File: src/ssr_pkg.sv
package ssr_pkg;
   // Frame geometry
   localparam int         DATA_BITS      = 12;
   localparam int         FRAME_BITS     = 16;
   localparam int         CNT_W          = 5;
   localparam logic [4:0] FRAME_CLOCKS   = 5'h10;
   localparam logic [4:0] HDR_READY_CNT  = 5'h03;
   localparam logic [4:0] CNT_MAX        = 5'h1F;
   localparam logic [4:0] CNT_ONE        = 5'h01;
   localparam int         FB_HI          = 14;
   localparam int         FB_LO          = 3;

   // Register addresses
   localparam logic [1:0] ADDR_CONTROL   = 2'h0;
   localparam logic [1:0] ADDR_IRQ       = 2'h1;
   localparam logic [1:0] ADDR_SETUP     = 2'h2;
   localparam logic [1:0] ADDR_XCVR      = 2'h3;

   // Operating select codes
   localparam logic [2:0] OM_NORMAL      = 3'h1;
   localparam logic [2:0] OM_STANDBY     = 3'h2;
   localparam logic [2:0] OM_SLEEP       = 3'h4;
   localparam logic [2:0] OM_INIT_NORMAL = 3'h5;
   localparam logic [2:0] OM_INIT_FLASH  = 3'h6;

   // Legal watch period codes
   localparam logic [5:0] WP_C0 = 6'h09;
   localparam logic [5:0] WP_C1 = 6'h0C;
   localparam logic [5:0] WP_C2 = 6'h12;
   localparam logic [5:0] WP_C3 = 6'h14;
   localparam logic [5:0] WP_C4 = 6'h1B;
   localparam logic [5:0] WP_C5 = 6'h24;
   localparam logic [5:0] WP_C6 = 6'h2D;
   localparam logic [5:0] WP_C7 = 6'h33;
   localparam logic [5:0] WP_C8 = 6'h35;
   localparam logic [5:0] WP_C9 = 6'h36;

   // Field positions and reset values
   localparam int          SDM_POS        = 0;
   localparam int          OPT_SDM_POS    = 0;
   localparam int          MASK_FAIL_POS  = 0;
   localparam int          ID_FLAG_POS    = 11;
   localparam logic [11:0] WORD_ZERO      = 12'h000;
   localparam logic [15:0] FRAME_ZERO     = 16'h0000;

   typedef struct packed {
      logic [1:0]  addr;
      logic        readback_choice;
      logic        no_write_flag;
      logic [11:0] data;
   } ssr_frame_t;

   typedef struct packed {
      logic [5:0] watch_period_code;
      logic [2:0] operating_select;
      logic       watchdog_off_bit;
      logic [1:0] spare;
   } ssr_ctrl_word_t;

   typedef enum logic [2:0] {
      MD_STARTUP, MD_RESTART, MD_NORMAL, MD_STANDBY, MD_FLASH, MD_SLEEP, MD_FAILSAFE
   } ssr_mode_t;
endpackage

File: src/ssr_spi_regs.sv
`timescale 1ns/1ps
// Summary of operation
// - Select low; output undriven while select high
// - Frames only taken while system reset high
// - Not 16 clocks: ignore, interrupt or reset
// - Restart: only initializing-normal; start-up also init-flash; else reset
// - Init-flash only in start-up after sequence
// - Watchdog-off bit in control word: reset
// - Illegal watch period code: reset
// - Illegal code in normal/standby: reset
// - Read-only address zero ignores data bits
// - Frame is 4 header, 12 data bits
// - Header: address 15:14, readback, no-write
// - Every frame returns selected feedback word
// - No-write flag: return only, no update
// - Period and mode update in one access
// - Once-only options writable once at power-up
// - Software development bit readable and clearable
// - Scratch zero holds identity, scratch one cleared
// - Scratch writable only start-up, restart, flash
// - Address 00: control word, status/fault readback
// - Address 01: mask or options, mask/flags readback
// - Addresses 10/11: setup/transceiver or scratch words
// - Sample on falling, shift on rising edge
module ssr_spi_regs
   import ssr_pkg::*;
#(
   parameter logic [10:0] ID_CODE = 11'h2A5  // Arbitrary identity value
) (
   // Clock and reset
   input  wire logic           clk,
   input  wire logic           reset_n,
   // Serial pins
   input  wire logic           frame_select_n,
   input  wire logic           serial_clk,
   input  wire logic           serial_in,
   output logic                serial_out,
   output logic                serial_out_en,
   input  wire logic           system_reset_n,
   // Device state
   input  wire ssr_mode_t      cur_mode,
   input  wire logic           power_on_start,
   input  wire logic           flash_seq_seen,
   input  wire logic [11:0]    system_condition_readback,
   input  wire logic [11:0]    fault_report_readback,
   input  wire logic [11:0]    irq_flags,
   // Register outputs
   output ssr_ctrl_word_t      operation_control_word,
   output logic                ctrl_update,
   output logic                reset_request,
   output logic                spi_fail_irq,
   output logic                irq_flags_read,
   output logic [11:0]         irq_mask,
   output logic [11:0]         once_only_options,
   output logic [11:0]         system_setup,
   output logic [11:0]         transceiver_control,
   output logic [11:0]         scratch_word_zero,
   output logic [11:0]         scratch_word_one
);

   // Pin synchronisers
   logic [3:0]     pin_m_q;
   logic           sel_s_q;
   logic           sck_s_q;
   logic           sdi_s_q;
   logic           rst_s_q;
   logic           sel_p_q;
   logic           sck_p_q;

   always_ff @(posedge clk) begin
      if (!reset_n) begin
         pin_m_q <= 4'h8;
         sel_s_q <= 1'b1;
         sck_s_q <= 1'b0;
         sdi_s_q <= 1'b0;
         rst_s_q <= 1'b0;
         sel_p_q <= 1'b1;
         sck_p_q <= 1'b0;
      end else begin
         pin_m_q <= {frame_select_n, serial_clk, serial_in, system_reset_n};
         sel_s_q <= pin_m_q[3];
         sck_s_q <= pin_m_q[2];
         sdi_s_q <= pin_m_q[1];
         rst_s_q <= pin_m_q[0];
         sel_p_q <= sel_s_q;
         sck_p_q <= sck_s_q;
      end
   end

   logic frame_start;
   logic frame_end;
   logic sck_fall;
   logic sck_rise;

   assign frame_start = sel_p_q && !sel_s_q;
   assign frame_end   = !sel_p_q && sel_s_q;
   assign sck_fall    = !sel_s_q && sck_p_q && !sck_s_q;
   assign sck_rise    = !sel_s_q && !sck_p_q && sck_s_q;

   // Receive shifter and clock count
   logic [15:0]    rx_q;
   logic [4:0]     cnt_q;
   logic           live_q;

   always_ff @(posedge clk) begin
      if (!reset_n) begin
         rx_q  <= FRAME_ZERO;
         cnt_q <= 5'h00;
      end else if (frame_start) begin
         rx_q  <= FRAME_ZERO;
         cnt_q <= 5'h00;
      end else if (sck_fall) begin
         rx_q  <= {rx_q[14:0], sdi_s_q};
         if (cnt_q != CNT_MAX)
            cnt_q <= cnt_q + CNT_ONE;
      end
   end

   // Frame discarded if system reset seen low
   always_ff @(posedge clk) begin
      if (!reset_n) begin
         live_q <= 1'b0;
      end else if (frame_start) begin
         live_q <= rst_s_q;
      end else if (!rst_s_q) begin
         live_q <= 1'b0;
      end
   end

   ssr_frame_t     frame;
   ssr_ctrl_word_t cw;
   logic           count_ok;
   logic           frame_ok;
   logic           frame_bad;
   logic           do_write;

   assign frame     = ssr_frame_t'(rx_q);
   assign cw        = ssr_ctrl_word_t'(frame.data);
   assign count_ok  = (cnt_q == FRAME_CLOCKS);
   assign frame_ok  = frame_end && live_q && rst_s_q && count_ok;
   assign frame_bad = frame_end && live_q && rst_s_q && !count_ok;
   assign do_write  = frame_ok && !frame.no_write_flag;

   // Mode groups
   logic in_startup;
   logic in_restart;
   logic in_run;
   logic in_prog;

   assign in_startup = (cur_mode == MD_STARTUP);
   assign in_restart = (cur_mode == MD_RESTART);
   assign in_run     = (cur_mode == MD_NORMAL) || (cur_mode == MD_STANDBY);
   assign in_prog    = in_startup || in_restart || (cur_mode == MD_FLASH);

   // Control word legality check
   logic period_ok;
   logic om_run_ok;
   logic cw_bad;

   always_comb begin
      case (cw.watch_period_code)
         WP_C0, WP_C1, WP_C2, WP_C3, WP_C4,
         WP_C5, WP_C6, WP_C7, WP_C8, WP_C9: period_ok = 1'b1;
         default:                           period_ok = 1'b0;
      endcase
   end

   always_comb begin
      case (cw.operating_select)
         OM_NORMAL, OM_STANDBY, OM_SLEEP: om_run_ok = 1'b1;
         default:                         om_run_ok = 1'b0;
      endcase
   end

   always_comb begin
      cw_bad = !period_ok || cw.watchdog_off_bit;
      case (cur_mode)
         MD_STARTUP: begin
            if (cw.operating_select == OM_INIT_FLASH)
               cw_bad = cw_bad || !flash_seq_seen;
            else if (cw.operating_select != OM_INIT_NORMAL)
               cw_bad = 1'b1;
         end
         MD_RESTART: begin
            if (cw.operating_select != OM_INIT_NORMAL)
               cw_bad = 1'b1;
         end
         default: begin
            if (!om_run_ok)
               cw_bad = 1'b1;
         end
      endcase
   end

   logic wr_ctrl;
   logic wr_mask;
   logic wr_opts;
   logic wr_setup;
   logic wr_xcvr;
   logic wr_scr0;
   logic wr_scr1;
   logic once_closed_q;

   assign wr_ctrl  = do_write && (frame.addr == ADDR_CONTROL);
   assign wr_mask  = do_write && (frame.addr == ADDR_IRQ) && in_run;
   assign wr_opts  = do_write && (frame.addr == ADDR_IRQ) && in_startup
                     && power_on_start && !once_closed_q;
   assign wr_setup = do_write && (frame.addr == ADDR_SETUP) && in_run;
   assign wr_xcvr  = do_write && (frame.addr == ADDR_XCVR) && in_run;
   assign wr_scr0  = do_write && (frame.addr == ADDR_SETUP) && in_prog;
   assign wr_scr1  = do_write && (frame.addr == ADDR_XCVR) && in_prog;

   // Event pulses
   always_ff @(posedge clk) begin
      if (!reset_n) begin
         reset_request  <= 1'b0;
         spi_fail_irq   <= 1'b0;
         irq_flags_read <= 1'b0;
         ctrl_update    <= 1'b0;
      end else begin
         reset_request  <= (frame_bad && (in_startup || in_restart))
                           || (wr_ctrl && cw_bad);
         spi_fail_irq   <= frame_bad && !in_startup && !in_restart
                           && irq_mask[MASK_FAIL_POS];
         irq_flags_read <= frame_ok && (frame.addr == ADDR_IRQ)
                           && frame.readback_choice;
         ctrl_update    <= wr_ctrl && !cw_bad;
      end
   end

   // Control word: period and mode together
   always_ff @(posedge clk) begin
      if (!reset_n)
         operation_control_word <= ssr_ctrl_word_t'(WORD_ZERO);
      else if (wr_ctrl && !cw_bad)
         operation_control_word <= cw;
   end

   // Once-only options
   always_ff @(posedge clk) begin
      if (!reset_n) begin
         once_only_options <= WORD_ZERO;
         once_closed_q     <= 1'b0;
      end else begin
         if (wr_opts)
            once_only_options <= frame.data;
         if (frame_ok)
            once_closed_q <= 1'b1;
      end
   end

   // Interrupt mask
   always_ff @(posedge clk) begin
      if (!reset_n)
         irq_mask <= WORD_ZERO;
      else if (wr_mask)
         irq_mask <= frame.data;
   end

   // System setup; development bit loaded by options write, clear-only on setup write
   always_ff @(posedge clk) begin
      if (!reset_n) begin
         system_setup <= WORD_ZERO;
      end else if (wr_opts) begin
         system_setup[SDM_POS] <= frame.data[OPT_SDM_POS];
      end else if (wr_setup) begin
         system_setup          <= frame.data;
         system_setup[SDM_POS] <= system_setup[SDM_POS] && frame.data[SDM_POS];
      end
   end

   // Transceiver control
   always_ff @(posedge clk) begin
      if (!reset_n)
         transceiver_control <= WORD_ZERO;
      else if (wr_xcvr)
         transceiver_control <= frame.data;
   end

   // Scratch words; identity flag only cleared
   always_ff @(posedge clk) begin
      if (!reset_n) begin
         scratch_word_zero <= {1'b1, ID_CODE};
         scratch_word_one  <= WORD_ZERO;
      end else begin
         if (wr_scr0) begin
            scratch_word_zero[ID_FLAG_POS-1:0] <= frame.data[ID_FLAG_POS-1:0];
            scratch_word_zero[ID_FLAG_POS]     <= scratch_word_zero[ID_FLAG_POS]
                                                  && frame.data[ID_FLAG_POS];
         end
         if (wr_scr1)
            scratch_word_one <= frame.data;
      end
   end

   // Feedback selection
   logic [11:0] feedback;

   always_comb begin
      case ({rx_q[1:0], sdi_s_q})
         {ADDR_CONTROL, 1'b0}: feedback = system_condition_readback;
         {ADDR_CONTROL, 1'b1}: feedback = fault_report_readback;
         {ADDR_IRQ, 1'b0}:     feedback = irq_mask;
         {ADDR_IRQ, 1'b1}:     feedback = irq_flags;
         {ADDR_SETUP, 1'b0}:   feedback = system_setup;
         {ADDR_SETUP, 1'b1}:   feedback = scratch_word_zero;
         {ADDR_XCVR, 1'b0}:    feedback = transceiver_control;
         {ADDR_XCVR, 1'b1}:    feedback = scratch_word_one;
         default:              feedback = WORD_ZERO;
      endcase
   end

   // Transmit shifter
   logic [15:0] tx_q;
   logic        hdr_load;

   assign hdr_load = sck_fall && (cnt_q == HDR_READY_CNT - CNT_ONE);

   always_ff @(posedge clk) begin
      if (!reset_n) begin
         tx_q       <= FRAME_ZERO;
         serial_out <= 1'b0;
      end else if (frame_start) begin
         tx_q       <= FRAME_ZERO;
         serial_out <= 1'b0;
      end else if (sck_rise) begin
         tx_q       <= {tx_q[14:0], 1'b0};
         serial_out <= tx_q[15];
      end else if (hdr_load) begin
         tx_q[FB_HI:FB_LO] <= feedback;
      end
   end

   always_ff @(posedge clk) begin
      if (!reset_n)
         serial_out_en <= 1'b0;
      else
         serial_out_en <= !sel_s_q;
   end

   logic [11:0] fb_hold_q;
   always_ff @(posedge clk) begin
      if (!reset_n)
         fb_hold_q <= WORD_ZERO;
      else if (hdr_load)
         fb_hold_q <= feedback;
   end
endmodule

File: config.mk
export PLATFORM = sky130hd
export DESIGN_NAME = ssr_spi_regs
export DESIGN_NICKNAME = d
export VERILOG_FILES = /design/src/ssr_pkg.sv /design/src/ssr_spi_regs.sv
export SDC_FILE = /design/constraint.sdc
export NUM_CORES = 1
export LEC_CHECK = 0
export CAP_MARGIN = 15
export CORE_MARGIN = 2
export CORE_UTILIZATION = 40
export DETAILED_ROUTE_END_ITERATION = 16
export DONT_BUFFER_PORTS = 1
export GPL_TIMING_DRIVEN = 0
export PLACE_DENSITY_LB_ADDON = 0.3
export SETUP_SLACK_MARGIN = 0.4
export SLEW_MARGIN = 10
export SYNTH_ARGS = -nofsm -noshare
export SYNTH_HDL_FRONTEND = slang
export SYNTH_SLANG_ARGS = --single-unit
File: constraint.sdc
create_clock -name clk -period 2.4 [get_ports clk]
set_input_delay 0.24 -clock clk [delete_from_list [all_inputs] [get_ports clk]]
set_output_delay 0.24 -clock clk [all_outputs]
set_load 0.02 [all_outputs]
==> qor.csv, run 1 <==
stage;metric;value;unit
logic_synthesis;syn_avg_cell_area;8.44;µm²
timing;final_max_slew_viol_count;0;
global_routing;grt_overflow;0;
route;ant_nets;0;
placed_design;dp_hpwl;14900;µm
clock_network;cts_sinks;136;
timing;fin_hold_ws;21.3;ps
route;wl;21300;µm
timing;relSlewSlack;0.465;
global_routing;grt_use_met3;0.0818;
timing;skew;11.6;ps
clock_network;clkSlewWorstSetupHoldPaths;60;ps
timing;period_needed;2030;ps
worst_hold_path;hp-class;primary input to flip-flop;
setup_path;cp-start-kind;flip-flop;
logic_synthesis;synth_nets;764;
pwr;p_switching;1.01;mW
clock_network;cts_tree;done;
setup_path;cp-startpoint;cnt_q[1]$_SDFFE_PP0P_;
route;viasPerCell;6.07;
setup_path;critPathBufInv;4;
timing;min_period_over_period;0.844;
job;maxCapViolations;0;
cells_and_area;drive_gt1_frac;0.163;
placed_design;portBuffers;0;
logic_synthesis;synthTopCellsByArea;dfxtp_1, mux2i_1, a21oi_1;
logic_synthesis;synth_top_area_frac;0.452;
floorplanning;num_rows;44;
floorplanning;io_pins;137;
cells_and_area;final_nets;811;
pwr;ir_drop;0.000485;V
cells_and_area;diodes;0;
global_routing;grt_max_degree;17;
timing;finalSetupViolations;0;
route;drt_iter0_markers;600;
timing;worst_pin_slew;799;ps
setup_path;cpMostUsedCell;buf_6;
setup_path;crit_required;2690;ps
global_routing;track_usage;0.259;
floorplanning;core_region_area;14600;µm²
timing;finalSetupTns;0;ps
global_routing;grt_pass1_vias;5600;
floorplanning;die_y;127;µm
logic_synthesis;synth_commonest_cells;dfxtp_1, nand2_1, a21oi_1;
setup_path;reg2reg_slack;370;ps
pwr;switching_share;0.217;
setup_path;path_class;flip-flop to flip-flop;
setup_path;path_cells;inv_2 > ha_4 > nand4bb_4 > or3_4 > buf_6 > or2_1 > buf_6 > buf_12 > mux2i_1 > nor2_1;
setup_path;reg2reg_from;cnt_q[1]$_SDFFE_PP0P_;
logic_synthesis;synth_cell_type_count;55;
setup_path;reg2reg_depth;10;
route;firstDrtPassIters;7;
clock_network;clockBufferDepth;2;
run_status;status;completed;
pwr;clkPwrFrac;0.484;
setup_path;slowest_delay;370;ps
logic_synthesis;syn-instance-count;713;
cells_and_area;area_growth;20.9;%
clock_network;cts-root-buf;clkbuf_16;
pwr;leakage;2.71;nW
global_routing;grt_antenna_before_repair;0;
logic_synthesis;ys_async_sr_fraction;0;
global_routing;grt_pass1_wl;31900;µm
floorplanning;die_x;127;µm
logic_synthesis;synthMostInstantiatedCell;dfxtp_1;
logic_synthesis;ys_seq_area_frac;0.452;
timing;fmax;493;MHz
logic_synthesis;synth-main-ff-cell;dfxtp_1;
route;drcViolationCount;0;
setup_path;cp.depth;10;
route;vias;5782;
logic_synthesis;yosys.area.top_type;dfxtp_1;
setup_path;worstSetupEndpoint;system_setup[2]$_SDFFE_PN0P_;
floorplanning;start_util;0.411;
setup_path;r2r_end;system_setup[2]$_SDFFE_PN0P_;
placed_design;gp_congestion;0.921;
pwr;seqPwrFrac;0.489;
setup_path;cpMaxStageDelayCell;or3_4;
clock_network;htreeDepth;4;
global_routing;busiest_layer;met2;
clock_network;cts_buffers;17;
route;wire_per_inst;22.4;µm
setup_path;end_kind;flip-flop;
logic_synthesis;synth_edf_count;0;
timing;rsz0062_at_grt;true;
logic_synthesis;synth-seq-cells;136;
pwr;p_per_area;638;nW/µm²
floorplanning;dieArea;16000;µm²
setup_path;worstPathArrival;2320;ps
setup_path;crit_family;simple AND/OR/NAND/NOR gates;
timing;finalHoldViolCount;0;
logic_synthesis;yosys_warnings;0;
logic_synthesis;netlist_area;6020;µm²
pwr;p_int;3.64;mW
setup_path;cp_max_fo;5;
pwr;combPwrFrac;0.027;
global_routing;grt.met2_usage;0.410;
global_routing;grt_util_met1;0.328;
clock_network;clock_latency;420;ps
area by class of cell:
class                           count  area (µm²)
Multi-Input combinational cell    500        3140
Sequential cell                   136        2730
Tap cell                          184         230
Fill cell                        1369        7370
Clock inverter                      5        27.5
Inverter                           10        40.0
Clock buffer                       22         464
Timing Repair Buffer               28         269
Buffer                             67         373
power by group through the flow:
stage	clock, mW	sequential, mW	combinational (mW)
3_5_place_dp	0	2.32	0.110
3_3_place_gp	0	2.32	0.108
4_1_cts	2.26	2.27	0.119
5_1_grt	2.35	2.27	0.135
6_report	2.25	2.27	0.125
2_1_floorplan	0	2.32	0.0739
timing repair:
| item | CTS | global route |
|---|---|---|
| gates resized for setup | 41 | 78 |
| setup endpoints to repair | 78 | 92 |
| hold endpoints to repair | 5 | 0 |
| buffers inserted | 12 | 8 |
| cloned | 2 | 0 |
| hold buffers | 6 | 0 |
| pin swaps | 8 | 12 |
through the flow:
| stage | util | cells | worst slack [ps] | cell area, µm² | power, mW |
|---|---|---|---|---|---|
| detailed placement | 0.427 | 897 | 59.8 | 6250 | 2.43 |
| floorplan | - | 713 | 425 | 6020 | 2.39 |
| global placement | 0.427 | 897 | 192 | 6250 | 2.43 |
| global route | 0.497 | 952 | 295 | 7280 | 4.75 |
| CTS | 0.481 | 944 | 339 | 7040 | 4.65 |
| finish | 0.497 | 952 | 374 | 7280 | 4.65 |
metal layers:
layer | share of wire | vias to the layer above | wire length [µm]
met5 | 0 | - | 0
met4 | 0.036 | 0 | 767
met3 | 0.11 | 60 | 2340
met2 | 0.46 | 314 | 9700
met1 | 0.40 | 2774 | 8510
li1 | - | 2634 | -
how the worst min path moves through the flow:
stage                                       startpoint               endpoint  slack, ps  depth (start not counted)
final                     system_condition_readback[5]   tx_q[8]$_SDFFE_PP0P_         20                          2
after global routing      system_condition_readback[5]   tx_q[8]$_SDFFE_PP0P_         20                          2
after detailed placement                frame_select_n  pin_m_q[3]$_SDFF_PN1_        360                          1
after global placement                  frame_select_n  pin_m_q[3]$_SDFF_PN1_        350                          1
after floorplan                         frame_select_n  pin_m_q[3]$_SDFF_PN1_        340                          1
after CTS                 system_condition_readback[5]   tx_q[8]$_SDFFE_PP0P_         20                          2
state kept, by name, indices dropped and copies added (netlist names), 4 cells and up:
register / flops
frame: 16
irq_mask: 12
transceiver_control: 12
scratch_word_one: 12
scratch_word_zero: 12
once_only_options: 12
system_setup: 12
tx_q: 13
operation_control_word: 12
pin_m_q: 4
cnt_q: 5
cell usage in the layout (no fill, tap or decap), types with 4 or more instances in the layout:
| master | count |
|---|---|
| dfxtp_1 | 134 |
| nand2_1 | 83 |
| a211oi_1 | 19 |
| inv_1 | 7 |
| a21oi_2 | 5 |
| buf_6 | 7 |
| nor2b_1 | 6 |
| mux2i_1 | 42 |
| clkbuf_4 | 8 |
| clkbuf_1 | 30 |
| buf_4 | 22 |
| a22o_1 | 21 |
| a21oi_1 | 74 |
| o21ai_0 | 49 |
| nand2b_1 | 5 |
| and3_1 | 12 |
| clkbuf_2 | 17 |
| clkinv_2 | 4 |
| dlygate4sd3_1 | 6 |
| buf_2 | 4 |
| o22ai_1 | 11 |
| and2_1 | 7 |
| nand3_1 | 10 |
| nor3_1 | 6 |
| o31ai_1 | 9 |
| nand4_1 | 13 |
| nor2_1 | 62 |
| clkbuf_16 | 17 |
cell families after synthesis:
logic type               count (synthesis)  share of synthesized area
buffers and inverters                   77                     0.0545
multiplexers                            45                     0.0769
AO/OA/AOI/OAI                          214                      0.216
flip-flops                             136                      0.452
XOR/XNOR                                 5                    0.00728
AND/OR/NAND/NOR                        232                      0.185
adder cells (fa/ha/maj)                  4                    0.00832
Power figures use the tool's default switching activity.
==> run 2, diff against run 1 <==
Clock period 2.4 ns to 1.8 ns, I/O delays scaled along.
==> run 2 against run 1 <==
The run now ends with negative setup slack left. Register-to-register slack worse by 590 ps. Via count grew 2.0%. Final cell count rose by 2.8%. Clock power rose by 66%. Die area is the same. Sequential cell count unchanged. Non-clock buffer count grew 22. Cell area increased by 9.7%. Core utilization grew 4.8 points. Clock-buffer cell count is 2 lower. Setup slack worse by 590 ps.
==> qor.csv, run 2 (synthesis gave the netlist of run 1 again) <==
stage;metric;value;unit
run_status;status;complete, but fails checks;
run_status;failed_checks;negative setup slack;
cells_and_area;final_nets;833;
route;ant_nets;0;
timing;relSlewSlack;0.507;
clock_network;clkSlewWorstSetupHoldPaths;60;ps
pwr;total_power;6.95;mW
placed_design;placed_area;6400;µm²
timing;worst_pin_slew;737;ps
setup_path;cp-start-kind;flip-flop;
setup_path;path_cells;inv_2 > ha_4 > nand4bb_4 > or3_4 > buf_6 > nor3_2 > buf_4 > nand4_1 > a21oi_1;
setup_path;cpMaxStageDelayCell;or3_4;
cells_and_area;final_cell_area;7990;µm²
global_routing;grt_overflow;0;
route;wl;22000;µm
job;maxCapViolations;0;
timing;finalHoldViolCount;0;
global_routing;grt_util_met1;0.329;
setup_path;slowest_delay;360;ps
cells_and_area;largest_register_ffs;16;
cells_and_area;drive_gt1_frac;0.245;
route;firstDrtPassIters;6;
clock_network;clock_latency;430;ps
timing;final_max_slew_viol_count;0;
route;vias;5897;
global_routing;busiest_layer;met2;
cells_and_area;diodes;0;
floorplanning;core_region_area;14600;µm²
timing;skew;7.42;ps
floorplanning;die_x;127;µm
cells_and_area;fin_cells;979;
clock_network;clockBufferDepth;2;
global_routing;grt.met2_usage;0.422;
clock_network;cts_tree;done;
cells_and_area;mostFrequentLayoutCell;dfxtp_1;
clock_network;cts-root-buf;clkbuf_16;
placed_design;portBuffers;0;
route;viasPerCell;6.02;
route;wire_per_inst;22.5;µm
placed_design;gp_congestion;0.977;
route;drcViolationCount;0;
setup_path;path_class;flip-flop to flip-flop;
global_routing;grt_antenna_before_repair;0;
floorplanning;io_pins;137;
global_routing;grt_pass1_wl;32500;µm
setup_path;crit_required;2150;ps
timing;fin_ws;-214;ps
cells_and_area;final_cell_mix;dfxtp_1, nand2_1, a21oi_1, nor2_1, mux2i_1;
setup_path;end_kind;flip-flop;
timing;min_period_over_period;1.12;
floorplanning;num_rows;44;
route;drt_iter0_markers;526;
global_routing;grt_use_met3;0.0797;
placed_design;placedCellCount;897;
global_routing;track_usage;0.262;
timing;fmax;497;MHz
clock_network;cts_sinks;136;
clock_network;cts_buffers;17;
floorplanning;die_y;127;µm
cells_and_area;area_growth;32.7;%
setup_path;worstPathArrival;2360;ps
global_routing;grt_max_degree;17;
worst_hold_path;hp-class;primary input to flip-flop;
setup_path;cp_max_fo;10;
timing;rsz0062_at_grt;true;
floorplanning;start_util;0.411;
timing;period_needed;2010;ps
floorplanning;dieArea;16000;µm²
pwr;p_per_area;871;nW/µm²
setup_path;reg2reg_slack;-210;ps
pwr;ir_drop;0.000673;V
clock_network;htreeDepth;4;
pwr;leakage;3.01;nW
global_routing;grt_pass1_vias;5682;
placed_design;dp_hpwl;14600;µm
timing;finalSetupViolations;92;
run 2: cell type report:
cell class / instances / area (µm²)
Fill cell: 1289 / 6660
Multi-Input combinational cell: 500 / 3320
Tap cell: 184 / 230
Timing Repair Buffer: 50 / 524
Sequential cell: 136 / 2740
Clock inverter: 12 / 174
Buffer: 67 / 503
Inverter: 10 / 40.0
Clock buffer: 20 / 457
run 2: timing repair:
item	4_1_cts	5_1_grt
pin swaps	8	15
hold endpoints to repair	16	0
resized for setup	69	102
hold buffers	17	0
cloned	3	3
buffers inserted	18	9
setup endpoints to repair	121	118
run 2: metrics by stage:
| step | setup slack (ps) | hold WS [ps] | TNS (ps) | util |
|---|---|---|---|---|
| 6_report | -214 | 39.2 | -11750 | 0.545 |
| 5_1_grt | -285 | 54.7 | -18850 | 0.545 |
| 4_1_cts | -191 | 11.1 | -6240 | 0.516 |
| 3_5_place_dp | -440 | 287 | -13420 | 0.437 |
| 3_3_place_gp | -344 | 287 | -10170 | 0.437 |
| 2_1_floorplan | -121 | 281 | -1190 | - |
run 2: power breakdown:
part / switching [mW] / internal, mW
clock: 1.35 / 2.38
combinational: 0.123 / 0.0701
sequential: 0.00910 / 3.02
run 2: path summary, 6_finish.rpt:
| check | from | end | depth (start not counted) |
|---|---|---|---|
| worst max-delay path | cnt_q[0]$_SDFFE_PP0P_ | operation_control_word[0]$_SDFFE_PN0P_ | 9 |
| worst min-delay path | cur_mode[1] | spi_fail_irq$_SDFF_PN0_ | 2 |
| worst max register to register | cnt_q[0]$_SDFFE_PP0P_ | operation_control_word[0]$_SDFFE_PN0P_ | 9 |
| worst min register to register | pin_m_q[3]$_SDFF_PN1_ | sel_s_q$_SDFF_PN1_ | 1 |
run 2: per-layer routing:
metal | vias to the layer above | share of wire
li1 | 2693 | -
met1 | 2893 | 0.41
met2 | 266 | 0.48
met3 | 45 | 0.081
met4 | 0 | 0.029
met5 | - | 0
run 2: critical path, delay by kind of cell (launching register included):
family / cells / cell delay [ps]
adder cells (fa/ha/maj): 1 / 140
AO/OA/AOI/OAI: 1 / 180
flip-flops: 1 / 320
buffers and inverters: 3 / 430
AND/OR/NAND/NOR: 4 / 870
==> run 3, diff against run 2 <==
Settings changed: CORE_MARGIN 2 to 1.
Clock period 1.8 ns to 2.4 ns, I/O delays scaled along.
==> run 3 against run 2 <==
The run now ends clean. Setup slack better by 580 ps. Sequential power down 25%. Clock skew up 2.6 ps. Critical path depth up 1. Final cell count down 3.0%. Total power down 30%. Global-route usage up 0.14 points. Register-to-register slack better by 580 ps. Routed wire length down 5.6%. Clock-buffer cell count up 3. Maximum frequency down 0.87%. Critical path type unchanged. Largest power group unchanged. Highest routed layer unchanged.
==> qor.csv, run 3 (synthesis gave the netlist of run 1 again) <==
stage;metric;value;unit
clock_network;cts_buffers;17;
floorplanning;die_x;125;µm
route;wl;20800;µm
pwr;p_per_area;675;nW/µm²
cells_and_area;fin_util;0.495;
timing;final_max_slew_viol_count;0;
floorplanning;die_y;125;µm
route;viasPerCell;5.99;
cells_and_area;final_cell_mix;dfxtp_1, nand2_1, a21oi_1, nor2_1, o21ai_0;
floorplanning;start_util;0.413;
setup_path;cp-startpoint;cnt_q[0]$_SDFFE_PP0P_;
clock_network;htreeDepth;4;
setup_path;reg2reg_from;cnt_q[0]$_SDFFE_PP0P_;
timing;fmax;492;MHz
worst_hold_path;hp-class;primary input to flip-flop;
clock_network;cts_sinks;136;
global_routing;grt_pass1_wl;31200;µm
setup_path;cp_max_fo;5;
route;vias;5693;
placed_design;pre_cts_slack;122;ps
global_routing;grt_pass1_vias;5363;
pwr;ir_drop;0.000530;V
setup_path;crit_family;simple AND/OR/NAND/NOR gates;
timing;finalSetupTns;0;ps
cells_and_area;drive_gt1_frac;0.154;
global_routing;grt_max_degree;17;
route;drcViolationCount;0;
setup_path;crit_required;2690;ps
setup_path;critPathBufInv;4;
clock_network;cts-root-buf;clkbuf_16;
setup_path;cp-start-kind;flip-flop;
run_status;status;completed;
timing;period_needed;2030;ps
cells_and_area;largest_register_ffs;16;
setup_path;reg2reg_depth;10;
timing;min_period_over_period;0.846;
route;firstDrtPassIters;5;
cells_and_area;area_growth;20.0;%
cells_and_area;diodes;0;
clock_network;cts_tree;done;
setup_path;path_class;flip-flop to flip-flop;
job;maxCapViolations;0;
placed_design;dp_hpwl;14700;µm
setup_path;worstPathArrival;2320;ps
placed_design;gp_congestion;0.945;
setup_path;cp.depth;10;
pwr;total_power;4.88;mW
placed_design;portBuffers;0;
setup_path;reg2reg_slack;370;ps
setup_path;path_cells;inv_4 > ha_4 > nand4bb_4 > or3_4 > buf_6 > or2_1 > buf_6 > buf_12 > mux2i_2 > nor2_1;
setup_path;cpMaxStageDelayCell;or3_4;
clock_network;clockBufferDepth;2;
cells_and_area;mostFrequentLayoutCell;dfxtp_1;
global_routing;track_usage;0.263;
route;wire_per_inst;21.9;µm
timing;finalSetupViolations;0;
floorplanning;num_rows;44;
clock_network;clock_latency;420;ps
floorplanning;io_pins;137;
timing;skew;10.0;ps
global_routing;grt_antenna_before_repair;0;
timing;finalHoldViolCount;0;
cells_and_area;final_nets;805;
timing;rsz0062_at_grt;true;
global_routing;grt_overflow;0;
floorplanning;core_region_area;14600;µm²
timing;fin_ws;369;ps
timing;worst_pin_slew;762;ps
clock_network;clkSlewWorstSetupHoldPaths;60;ps
timing;relSlewSlack;0.490;
cells_and_area;nFillCells;1372;
floorplanning;dieArea;15500;µm²
pwr;leakage;2.68;nW
setup_path;r2r_end;system_setup[9]$_SDFFE_PN0P_;
setup_path;cpMostUsedCell;buf_6;
setup_path;worstSetupEndpoint;system_setup[9]$_SDFFE_PN0P_;
route;drt_iter0_markers;513;
route;ant_nets;0;
setup_path;slowest_delay;390;ps
setup_path;end_kind;flip-flop;
[run 3: cell types whose count changed in the layout (fill, tap and decap cells not counted), moves of 6 or more]
cell and delta:
buf_6 -15, o21ai_1 -22, a21oi_1 +15, o21ai_0 +28
a21oi_2 -14, nand2_1 +6, o21ai_2 -6, clkbuf_1 +16
dlygate4sd3_1 -11
[run 3: power by group]
| part | internal [mW] | total, mW | leakage, nW | switching (mW) |
|---|---|---|---|---|
| Clock | 1.54 | 2.48 | 0.267 | 0.935 |
| Combinational | 0.0384 | 0.124 | 1.32 | 0.0858 |
| Sequential | 2.26 | 2.27 | 1.10 | 0.00658 |
| Total | 3.85 | 4.88 | 2.68 | 1.03 |
[run 3: per-stage QoR]
step	instance area (µm²)	instances	hold WS (ps)
global route	7220	950	18.4
floorplan	6020	713	341
detailed placement	6250	897	360
finish	7220	950	26.0
CTS	6980	940	15.6
global placement	6250	897	348
[run 3: routing by layer]
metal | wire [µm] | track usage | up-vias
li1 | - | - | 2618
met1 | 8870 | 0.338 | 2818
met2 | 9520 | 0.404 | 212
met3 | 1590 | 0.0743 | 45
met4 | 791 | 0.129 | 0
met5 | 0 | 0 | -
[run 3: worst reg2reg max path, stage by stage, from the launching register on]
cell       delay [ps]
dfxtp_4           350
inv_4              60
ha_4              140
nand4bb_4         130
or3_4             400
buf_6             130
or2_1             210
buf_6             140
buf_12            140
mux2i_2           170
nor2_1             50
[run 3: worst min path at each step]
stage / from / endpoint / slack (ps) / depth (start not counted)
2_1_floorplan: frame_select_n / pin_m_q[3]$_SDFF_PN1_ / 340 / 1
3_3_place_gp: frame_select_n / pin_m_q[3]$_SDFF_PN1_ / 350 / 1
3_5_place_dp: frame_select_n / pin_m_q[3]$_SDFF_PN1_ / 360 / 1
4_1_cts: system_condition_readback[6] / tx_q[9]$_SDFFE_PP0P_ / 20 / 2
5_1_grt: system_condition_readback[6] / tx_q[9]$_SDFFE_PP0P_ / 20 / 2
6_report: system_condition_readback[6] / tx_q[9]$_SDFFE_PP0P_ / 30 / 2
[run 3: layout make-up]
class,instances,area (µm²),area share
plain buffers,67,363,0.0502
clock buffers,23,458,0.0634
clock inverters,8,98.8,0.0137
inverters,10,42.5,0.00589
multi-input cells,500,3110,0.430
flip-flops and latches,136,2730,0.378
well taps,184,230,0.0319
repair buffers,22,195,0.0270
[run 3: timing repair]
action / CTS / global route
gates resized for setup: 26 / 85
buffers inserted: 6 / 8
pin swaps: 2 / 11
setup endpoints to repair: 74 / 93
gates cloned: 0 / 2
hold buffers: 6 / 0
endpoints found under the hold margin: 5 / 0
